$ cat src/shared/prs_pkg.sv
// package: constants and carriers for the pin-selected rail state block
package prs_pkg;
	// ----------------------------------------------------------------
	// block command layout
	// ----------------------------------------------------------------
	localparam logic [7:0] PRS_CMD_CODE = 8'hdd;
	localparam logic [7:0] PRS_BYTE_COUNT = 8'h22;
	localparam logic [5:0] PRS_IDX_COUNT = 6'h00;
	localparam logic [5:0] PRS_IDX_ENABLE = 6'h01;
	localparam logic [5:0] PRS_IDX_SOFT = 6'h02;
	localparam logic [5:0] PRS_IDX_MASK0 = 6'h03;
	localparam logic [5:0] PRS_IDX_LAST = 6'h22;
	localparam logic [5:0] PRS_IDX_MAX = 6'h3f;

	// ----------------------------------------------------------------
	// sizes, reset values and control word codes
	// ----------------------------------------------------------------
	localparam int PRS_NUM_STATES = 8;
	localparam int PRS_NUM_RAILS = 32;
	localparam logic [4:0] PRS_LAST_PAGE = 5'h1f;
	localparam logic [7:0] PRS_ENABLE_RST = 8'h00;
	localparam logic [7:0] PRS_SOFT_RST = 8'h00;
	localparam logic [31:0] PRS_MASK_RST = 32'h0000_0000;
	localparam logic [7:0] PRS_OP_ON = 8'h80;
	localparam logic [7:0] PRS_OP_OFF_HARD = 8'h00;
	localparam logic [7:0] PRS_OP_OFF_SOFT = 8'h40;

	// ----------------------------------------------------------------
	// timing
	// ----------------------------------------------------------------
	localparam int PRS_CLK_PERIOD_NS = 20;
	localparam int PRS_SETTLE_NS = 1000;
	localparam int PRS_SETTLE_CYC = (PRS_SETTLE_NS + PRS_CLK_PERIOD_NS - 1) / PRS_CLK_PERIOD_NS;
	localparam logic [5:0] PRS_SETTLE_LAST = 6'(PRS_SETTLE_CYC - 1);

	// ----------------------------------------------------------------
	// carriers
	// ----------------------------------------------------------------
	typedef struct packed {
		logic start;
		logic [7:0] cmd_code;
		logic wr_valid;
		logic [7:0] wr_byte;
		logic rd_req;
	} prs_host_req_t;

	typedef struct packed {
		logic valid;
		logic [4:0] page;
		logic [7:0] value;
	} prs_op_wr_t;
endpackage

$ cat src/core/prs_mask_mem.sv
// eight 32-bit state masks, byte-lane writes, two registered read ports
`timescale 1ns/10ps
`default_nettype none
module prs_mask_mem (
	input wire logic clk_sys,
	input wire logic rst_b,
	input wire logic wr_en,
	input wire logic [2:0] wr_addr,
	input wire logic [3:0] wr_be,
	input wire logic [31:0] wr_data,
	input wire logic [2:0] a_addr,
	output logic [31:0] a_data,
	input wire logic [2:0] b_addr,
	output logic [31:0] b_data
);
	logic [31:0] mem_reg [prs_pkg::PRS_NUM_STATES];

	genvar w, l;
	generate
		for (w = 0; w < prs_pkg::PRS_NUM_STATES; w++) begin : g_word
			for (l = 0; l < 4; l++) begin : g_lane
				always_ff @(posedge clk_sys) begin
					if (!rst_b) begin
						mem_reg[w][8*l +: 8] <= prs_pkg::PRS_MASK_RST[8*l +: 8];
					end else if (wr_en && wr_addr == 3'(w) && wr_be[l]) begin
						mem_reg[w][8*l +: 8] <= wr_data[8*l +: 8];
					end
				end
			end
		end
	endgenerate

	always_ff @(posedge clk_sys) begin
		if (!rst_b) begin
			a_data <= prs_pkg::PRS_MASK_RST;
			b_data <= prs_pkg::PRS_MASK_RST;
		end else begin
			a_data <= mem_reg[a_addr];
			b_data <= mem_reg[b_addr];
		end
	end
endmodule
`default_nettype wire

$ cat src/core/prs_core.sv
// pin-selected rail state controller: config block command and rail rewrite walk
// ----------------------------------------------------------------
// How it works
// [RQ1] three routed input pins act as the selector for one of eight system states.
// [RQ2] the state index is pin 2 as msb down to pin 0 as lsb, giving 0 to 7.
// [RQ3] the block command carries count 34, enable byte, soft-off byte, then eight lsb-first masks.
// [RQ4] bit n of the enable byte enables state n and only enabled states are acted on.
// [RQ5] bit n of the soft-off byte picks soft off (1) or immediate off (0) for state n.
// [RQ6] each rewrite is handed to the sequencer, which honours the rail's dependencies.
// [RQ7] the control word written is 0x80 for on, 0x00 for hard off and 0x40 for soft off.
// [RQ8] only rails whose on/off configuration obeys the control command are rewritten.
// [RQ9] after every reset the pins are sampled and an enabled state updates every rail that obeys the control command.
// [RQ10] the external selector logic finishes all pin changes within one microsecond.
// [RQ11] the configuration is read and written as block command dd with the same layout.
// [RQ12] mask bit n belongs to rail page n, 1 meaning on and 0 meaning off.
// [RQ13] a selected state whose enable bit is clear leaves every control word untouched.
// [RQ14] a new pin combination is acted on only once it has been stable.
// ----------------------------------------------------------------
`timescale 1ns/10ps
`default_nettype none
module prs_core (
	input wire logic clk_sys,
	input wire logic rst_b,
	input wire prs_pkg::prs_host_req_t host_req,
	output logic [7:0] rd_data,
	output logic rd_valid,
	output logic wr_err,
	input wire logic [2:0] sel_in,
	input wire logic [31:0] rail_uses_op,
	output prs_pkg::prs_op_wr_t op_wr,
	input wire logic op_wr_ready,
	output logic [2:0] active_state,
	output logic busy
);
	typedef enum logic [1:0] {PRS_IDLE, PRS_FETCH, PRS_PREP, PRS_ISSUE} prs_state_t;

	// ----------------------------------------------------------------
	// helpers
	// ----------------------------------------------------------------
	// payload byte index to mask word and byte lane
	function automatic logic [4:0] prs_mask_pos(input logic [5:0] idx);
		logic [5:0] off;
		off = idx - prs_pkg::PRS_IDX_MASK0;
		prs_mask_pos = off[4:0];
	endfunction

	function automatic logic prs_is_mask(input logic [5:0] idx);
		prs_is_mask = idx >= prs_pkg::PRS_IDX_MASK0 && idx <= prs_pkg::PRS_IDX_LAST;
	endfunction

	logic [7:0] state_enable_bits_reg;
	logic [7:0] soft_off_select_bits_reg;
	logic sel_cmd_reg;
	logic count_ok_reg;
	logic [5:0] idx_reg;
	logic [5:0] rd_idx_reg;
	logic rd_pend_reg;
	logic [4:0] wr_pos;
	logic [4:0] rd_pos;
	logic [4:0] rd_pos_reg;
	logic mem_wr_en;
	logic [3:0] mem_wr_be;
	logic [31:0] a_data;
	logic [31:0] b_data;
	logic [2:0] b_addr;
	logic [2:0] sync1_reg;
	logic [2:0] sync2_reg;
	logic [2:0] cand_reg;
	logic [5:0] settle_cnt_reg;
	logic settled_reg;
	logic need_first_reg;
	logic [2:0] applied_sel_reg;
	prs_state_t state_reg;
	logic [31:0] mask_reg;
	logic soft_reg;
	logic [4:0] page_reg;
	logic start_apply;

	// ----------------------------------------------------------------
	// block command byte stream
	// ----------------------------------------------------------------
	assign wr_pos = prs_mask_pos(idx_reg);
	assign rd_pos = prs_mask_pos(idx_reg);
	assign mem_wr_en = sel_cmd_reg && host_req.wr_valid && count_ok_reg
		&& prs_is_mask(idx_reg); // [RQ3]
	assign mem_wr_be = 4'h1 << wr_pos[1:0]; // [RQ3]

	always_ff @(posedge clk_sys) begin
		if (!rst_b) begin
			sel_cmd_reg <= 1'b0;
			idx_reg <= prs_pkg::PRS_IDX_COUNT;
		end else if (host_req.start) begin
			sel_cmd_reg <= host_req.cmd_code == prs_pkg::PRS_CMD_CODE; // [RQ11]
			idx_reg <= prs_pkg::PRS_IDX_COUNT;
		end else if (sel_cmd_reg && (host_req.wr_valid || host_req.rd_req)
			&& idx_reg != prs_pkg::PRS_IDX_MAX) begin
			idx_reg <= idx_reg + 6'h01;
		end
	end

	// a wrong count poisons the rest of the transfer; bytes already taken stay
	always_ff @(posedge clk_sys) begin
		if (!rst_b) begin
			count_ok_reg <= 1'b0;
			wr_err <= 1'b0;
		end else if (host_req.start) begin
			count_ok_reg <= 1'b0;
			wr_err <= 1'b0;
		end else if (sel_cmd_reg && host_req.wr_valid) begin
			if (idx_reg == prs_pkg::PRS_IDX_COUNT) begin
				count_ok_reg <= host_req.wr_byte == prs_pkg::PRS_BYTE_COUNT; // [RQ3]
				wr_err <= host_req.wr_byte != prs_pkg::PRS_BYTE_COUNT;
			end else if (idx_reg > prs_pkg::PRS_IDX_LAST) begin
				wr_err <= 1'b1;
			end
		end
	end

	always_ff @(posedge clk_sys) begin
		if (!rst_b) begin
			state_enable_bits_reg <= prs_pkg::PRS_ENABLE_RST;
			soft_off_select_bits_reg <= prs_pkg::PRS_SOFT_RST;
		end else if (sel_cmd_reg && host_req.wr_valid && count_ok_reg) begin
			if (idx_reg == prs_pkg::PRS_IDX_ENABLE) begin
				state_enable_bits_reg <= host_req.wr_byte; // [RQ3]
			end
			if (idx_reg == prs_pkg::PRS_IDX_SOFT) begin
				soft_off_select_bits_reg <= host_req.wr_byte; // [RQ3]
			end
		end
	end

	// reads: two-stage pipe because the mask port is registered
	always_ff @(posedge clk_sys) begin
		if (!rst_b) begin
			rd_pend_reg <= 1'b0;
			rd_idx_reg <= prs_pkg::PRS_IDX_COUNT;
			rd_pos_reg <= 5'h00;
		end else begin
			rd_pend_reg <= sel_cmd_reg && host_req.rd_req && !host_req.start;
			rd_idx_reg <= idx_reg;
			rd_pos_reg <= rd_pos;
		end
	end

	always_ff @(posedge clk_sys) begin
		if (!rst_b) begin
			rd_valid <= 1'b0;
			rd_data <= 8'h00;
		end else begin
			rd_valid <= rd_pend_reg; // [RQ11]
			if (rd_idx_reg == prs_pkg::PRS_IDX_COUNT) begin
				rd_data <= prs_pkg::PRS_BYTE_COUNT;
			end else if (rd_idx_reg == prs_pkg::PRS_IDX_ENABLE) begin
				rd_data <= state_enable_bits_reg;
			end else if (rd_idx_reg == prs_pkg::PRS_IDX_SOFT) begin
				rd_data <= soft_off_select_bits_reg;
			end else if (prs_is_mask(rd_idx_reg)) begin
				rd_data <= a_data[8*rd_pos_reg[1:0] +: 8]; // [RQ11]
			end else begin
				rd_data <= 8'h00;
			end
		end
	end

	prs_mask_mem u_mem (
		.clk_sys(clk_sys),
		.rst_b(rst_b),
		.wr_en(mem_wr_en),
		.wr_addr(wr_pos[4:2]),
		.wr_be(mem_wr_be),
		.wr_data({4{host_req.wr_byte}}),
		.a_addr(rd_pos[4:2]),
		.a_data(a_data),
		.b_addr(b_addr),
		.b_data(b_data)
	);

	// ----------------------------------------------------------------
	// selector pins
	// ----------------------------------------------------------------
	always_ff @(posedge clk_sys) begin
		if (!rst_b) begin
			sync1_reg <= 3'h0;
			sync2_reg <= 3'h0;
		end else begin
			sync1_reg <= sel_in; // [RQ1]
			sync2_reg <= sync1_reg;
		end
	end

	// settle window covers the allowed pin skew so one selection gives one update
	always_ff @(posedge clk_sys) begin
		if (!rst_b) begin
			cand_reg <= 3'h0;
			settle_cnt_reg <= 6'h00;
			settled_reg <= 1'b0;
		end else if (sync2_reg != cand_reg) begin
			cand_reg <= sync2_reg; // [RQ2]
			settle_cnt_reg <= 6'h00; // [RQ14]
			settled_reg <= 1'b0;
		end else if (settle_cnt_reg == prs_pkg::PRS_SETTLE_LAST) begin
			settled_reg <= 1'b1; // [RQ10]
		end else begin
			settle_cnt_reg <= settle_cnt_reg + 6'h01;
		end
	end

	// ----------------------------------------------------------------
	// rail rewrite walk
	// ----------------------------------------------------------------
	assign start_apply = state_reg == PRS_IDLE && settled_reg
		&& (need_first_reg || cand_reg != applied_sel_reg); // [RQ14]
	assign b_addr = state_reg == PRS_IDLE ? cand_reg : applied_sel_reg;

	always_ff @(posedge clk_sys) begin
		if (!rst_b) begin
			need_first_reg <= 1'b1; // [RQ9]
			applied_sel_reg <= 3'h0;
		end else if (start_apply) begin
			need_first_reg <= 1'b0;
			applied_sel_reg <= cand_reg;
		end
	end

	always_ff @(posedge clk_sys) begin
		if (!rst_b) begin
			state_reg <= PRS_IDLE;
			page_reg <= 5'h00;
			mask_reg <= prs_pkg::PRS_MASK_RST;
			soft_reg <= 1'b0;
			op_wr <= '0;
		end else begin
			case (state_reg)
				PRS_IDLE: begin
					// disabled selection is consumed with no rewrite
					if (start_apply && state_enable_bits_reg[cand_reg]) begin // [RQ4] [RQ13]
						state_reg <= PRS_FETCH;
					end
				end
				PRS_FETCH: begin
					mask_reg <= b_data; // [RQ12]
					soft_reg <= soft_off_select_bits_reg[applied_sel_reg]; // [RQ5]
					page_reg <= 5'h00;
					state_reg <= PRS_PREP;
				end
				PRS_PREP: begin
					if (rail_uses_op[page_reg]) begin // [RQ8]
						op_wr.valid <= 1'b1;
						op_wr.page <= page_reg;
						if (mask_reg[page_reg]) begin // [RQ12]
							op_wr.value <= prs_pkg::PRS_OP_ON; // [RQ7]
						end else if (soft_reg) begin
							op_wr.value <= prs_pkg::PRS_OP_OFF_SOFT; // [RQ7]
						end else begin
							op_wr.value <= prs_pkg::PRS_OP_OFF_HARD; // [RQ7]
						end
						state_reg <= PRS_ISSUE;
					end else if (page_reg == prs_pkg::PRS_LAST_PAGE) begin
						state_reg <= PRS_IDLE;
					end else begin
						page_reg <= page_reg + 5'h01;
					end
				end
				PRS_ISSUE: begin
					// the sequencer stalls us until it owns the change
					if (op_wr_ready) begin // [RQ6]
						op_wr.valid <= 1'b0;
						if (page_reg == prs_pkg::PRS_LAST_PAGE) begin
							state_reg <= PRS_IDLE;
						end else begin
							page_reg <= page_reg + 5'h01;
							state_reg <= PRS_PREP;
						end
					end
				end
				default: begin
					state_reg <= PRS_IDLE;
					op_wr.valid <= 1'b0;
				end
			endcase
		end
	end

	assign active_state = applied_sel_reg;
	assign busy = state_reg != PRS_IDLE;
endmodule
`default_nettype wire

$ cat config.mk
export PLATFORM = sky130hd
export DESIGN_NAME = prs_core
export DESIGN_NICKNAME = d
export VERILOG_FILES = /design/src/shared/prs_pkg.sv /design/src/core/prs_mask_mem.sv /design/src/core/prs_core.sv
export SDC_FILE = /design/constraint.sdc
export NUM_CORES = 1
export LEC_CHECK = 0
export BUFFER_PORTS_ARGS = -buffer_cell sky130_fd_sc_hd__buf_2
export CORE_MARGIN = 2
export CORE_UTILIZATION = 56
export DETAILED_ROUTE_END_ITERATION = 8
export GPL_ROUTABILITY_DRIVEN = 0
export GPL_TIMING_DRIVEN = 1
export PLACE_DENSITY = 0.73
export REMOVE_ABC_BUFFERS = 1
export SLEW_MARGIN = 20
export SYNTH_ARGS = -nofsm -noshare
export SYNTH_HDL_FRONTEND = slang
export SYNTH_SLANG_ARGS = --single-unit
$ cat constraint.sdc
create_clock -name clk_sys -period 2.9 [get_ports clk_sys]
set_input_delay 0.29 -clock clk_sys [delete_from_list [all_inputs] [get_ports clk_sys]]
set_output_delay 0.29 -clock clk_sys [all_outputs]
set_load 0.02 [all_outputs]
==> impl_metrics.yaml <==
cts:
  cts.sinks: 431
  numCtsBuffers: 44
  cts_max_level: 2
  clk_pin_slew_worst_paths_ns: 0.06
  clockBufferDepth: 3
  clock_latency_ns: 0.58
  root_buffer: "clkbuf_16"
  cts_tree: "yes"
timing:
  finalSetupViolations: 0
  hold_slack_ns: 0.0553
  worst_slack_ns: 0.114
  fin_skew_ns: 0.0212
  fin_tns_setup_ns: 0
  slew_viol_final: 0
  fin_crit_ns: 2.79
  timing.final.crit_share_pct: 96.1
  rsz0062_at_grt: "no"
  finalHoldViolCount: 0
  worstMarginPinSlew_ns: 1.17
  fmax_mhz: 359
  slew-limit-headroom_pct: 21.6
route:
  avgRoutedWirePerCell_um: 24.5
  vias_per_cell: 6.32
  drtAntennaViolNets: 0
  vias: 14300
  routed_wl_mm: 55.5
  dr.pass1.iters: 9
  drc_errors: 1
  drtIter0Drc: 2658
logic_synthesis:
  synthArstFlopShare_pct: 0
  synth.avg_cell_area_um2: 11.8
  synth_area_um2: 20400
  synth_edf_count: 256
  ys.flop_type: "edfxtp_1"
  yosysSeqAreaShare_pct: 54.9
  synth.top_cell.area_share_pct: 37.7
  ys_top_cells_by_area: "edfxtp_1 38%, dfxtp_1 17%, mux4_2 9.5%"
  synth_cell_types: 61
  yosys_warnings: 0
  yosysTopAreaCell: "edfxtp_1"
  synth_cells: 1728
  ys_ff_latch: 431
run:
  maxCapViolations: 0
grt:
  grt_pass1_vias: 14100
  overflow: 0
  grt_max_degree: 85
  grt_usage_pct: 29.5
  grt_antenna_before_repair: 0
  grt_first_pass_wirelength_mm: 84.6
placement:
  dpl.cell_count: 2179
  port_buffers: 78
  dpl-instance-area_um2: 21200
  hpwl_mm: 36.4
  preCtsSetupSlack_ns: 0.178
floorplan:
  row_count: 69
  fp.dieH_um: 195
  core_um2: 35700
  die_x_um: 195
  ios: 85
  initial_core_util_pct: 57.0
  die_area_um2: 37900
worst_setup_path:
  r2r_slack_ns: 0.11
  rr_worst_depth: 9
  cp.arrival_ns: 3.02
  critPathKind: "flop to flop"
  end_kind: "flop"
  critPathLaunchType: "flop"
  worstPathRequired_ns: 3.13
  crit_path_max_fanout: 8
outcome:
  failed_checks: "DRC"
  status: "complete, but fails checks"
final_layout:
  layout-drive-gt1-share_pct: 18.9
  stdcell_count: 2265
  n_fill_cell: 2774
  antenna_cells_inserted: 0
  largest_reg_flops: 256
  finalInstanceArea_um2: 22700
  num-nets-final: 1834
  syn_to_final_growth_pct: 11.5
pwr:
  power_density_nw_per_um2: 583
  ir_worst_vdd_mv: 0.504
  p_leak_uw: 0.00872
hold_path:
  hold_depth: 3
  hp-class: "input port to flop"
-- layout make-up --
cell class | count | area, um2 | area share [%]
repair buffers | 126 | 836 | 3.68
inverters | 17 | 66.3 | 0.292
well taps | 461 | 577 | 2.54
multi-input cells | 1148 | 8610 | 37.9
clock buffers | 70 | 1360 | 5.97
clock inverters | 12 | 91.3 | 0.402
flip-flops and latches | 431 | 11200 | 49.2
-- layout by cell type, fill, tap and decap left out, types with 8 or more instances in the layout --
cell type and n:
buf_2 78, nor2_4 27, and3_1 12, a21o_1 26, and2_1 285, edfxtp_1 256
xor2_1 10, inv_1 10, nand2_4 8, mux2i_1 43, nand2_1 232, buf_4 38
clkbuf_8 9, a21oi_1 157, nor2_1 51, a222oi_1 64, dfxtp_1 174, a211oi_1 11
ha_1 9, nor2b_1 8, a22oi_1 10, clkinv_2 8, clkbuf_16 47, nand3_1 12
o22ai_1 8, mux4_2 86, clkbuf_1 13
-- layer usage --
metal,GRT usage [%],routed length [um]
met5,0,0
met3,5.41,6000
met2,47.4,25800
met4,13.5,2560
met1,39.2,21200
-- path summary, 6_finish.rpt --
path                                   start                   to
worst max-delay path              idx_reg[0]  u_mem.mem_reg[0][1]
worst min-delay path             op_wr_ready         state_reg[0]
worst max register to register    idx_reg[0]  u_mem.mem_reg[0][1]
worst min register to register  sync1_reg[0]         sync2_reg[0]
-- critical path, cell delays in order (launching register included) --
cell and delay, ns:
dfxtp_1 0.39, inv_1 0.15, ha_1 0.18, nor2b_1 0.06, o41ai_2 0.36, nand4_4 0.25
nor2_8 0.19, and2_1 0.43, nand2_1 0.14, nand2_1 0.29
-- what timing repair did --
action | in CTS | in global routing
endpoints found under the hold margin | 4 | 0
buffers inserted | 0 | 0
endpoints found under the setup margin | 0 | 3
gates resized for setup | 0 | 1
hold buffers | 4 | 0
-- logic make-up (layout without fill, tap and decap cells) --
logic type | count (synthesis) | in the layout | share of synthesized area, %
and+or+nand+nor | 682 | 682 | 18.6
muxes | 134 | 134 | 11.9
DFF | 431 | 431 | 54.9
buffers and inverters | 154 | 225 | 3.32
xor gates and xnor gates | 19 | 19 | 0.854
adders and majority gates | 9 | 9 | 0.553
AOI/OAI and AO/OA | 298 | 298 | 9.89
other | 1 | 6 | 0.0184
-- Yosys cell counts (47+ instances only) --
| cell type | number |
|---|---|
| mux4_2 | 86 |
| a222oi_1 | 64 |
| edfxtp_1 | 256 |
| nand2_1 | 232 |
| clkbuf_1 | 84 |
| mux2i_1 | 47 |
| nor2_1 | 51 |
| dfxtp_1 | 175 |
| and2_1 | 285 |
| a21oi_1 | 157 |
-- stage by stage --
stage	power, uW	utilization (%)
after floorplan	7330	-
after global placement	7660	59.4
after detailed placement	7680	59.4
after CTS	13300	63.6
after global routing	13600	63.6
final	13200	63.6
-- report_power, final --
group	internal [uW]	switching, uW	leakage, uW
registers	6730	192	0.00388
clock network	3300	2360	0.000720
logic	269	394	0.00412
total	10300	2950	0.00872
Power figures use the tool's default switching activity.
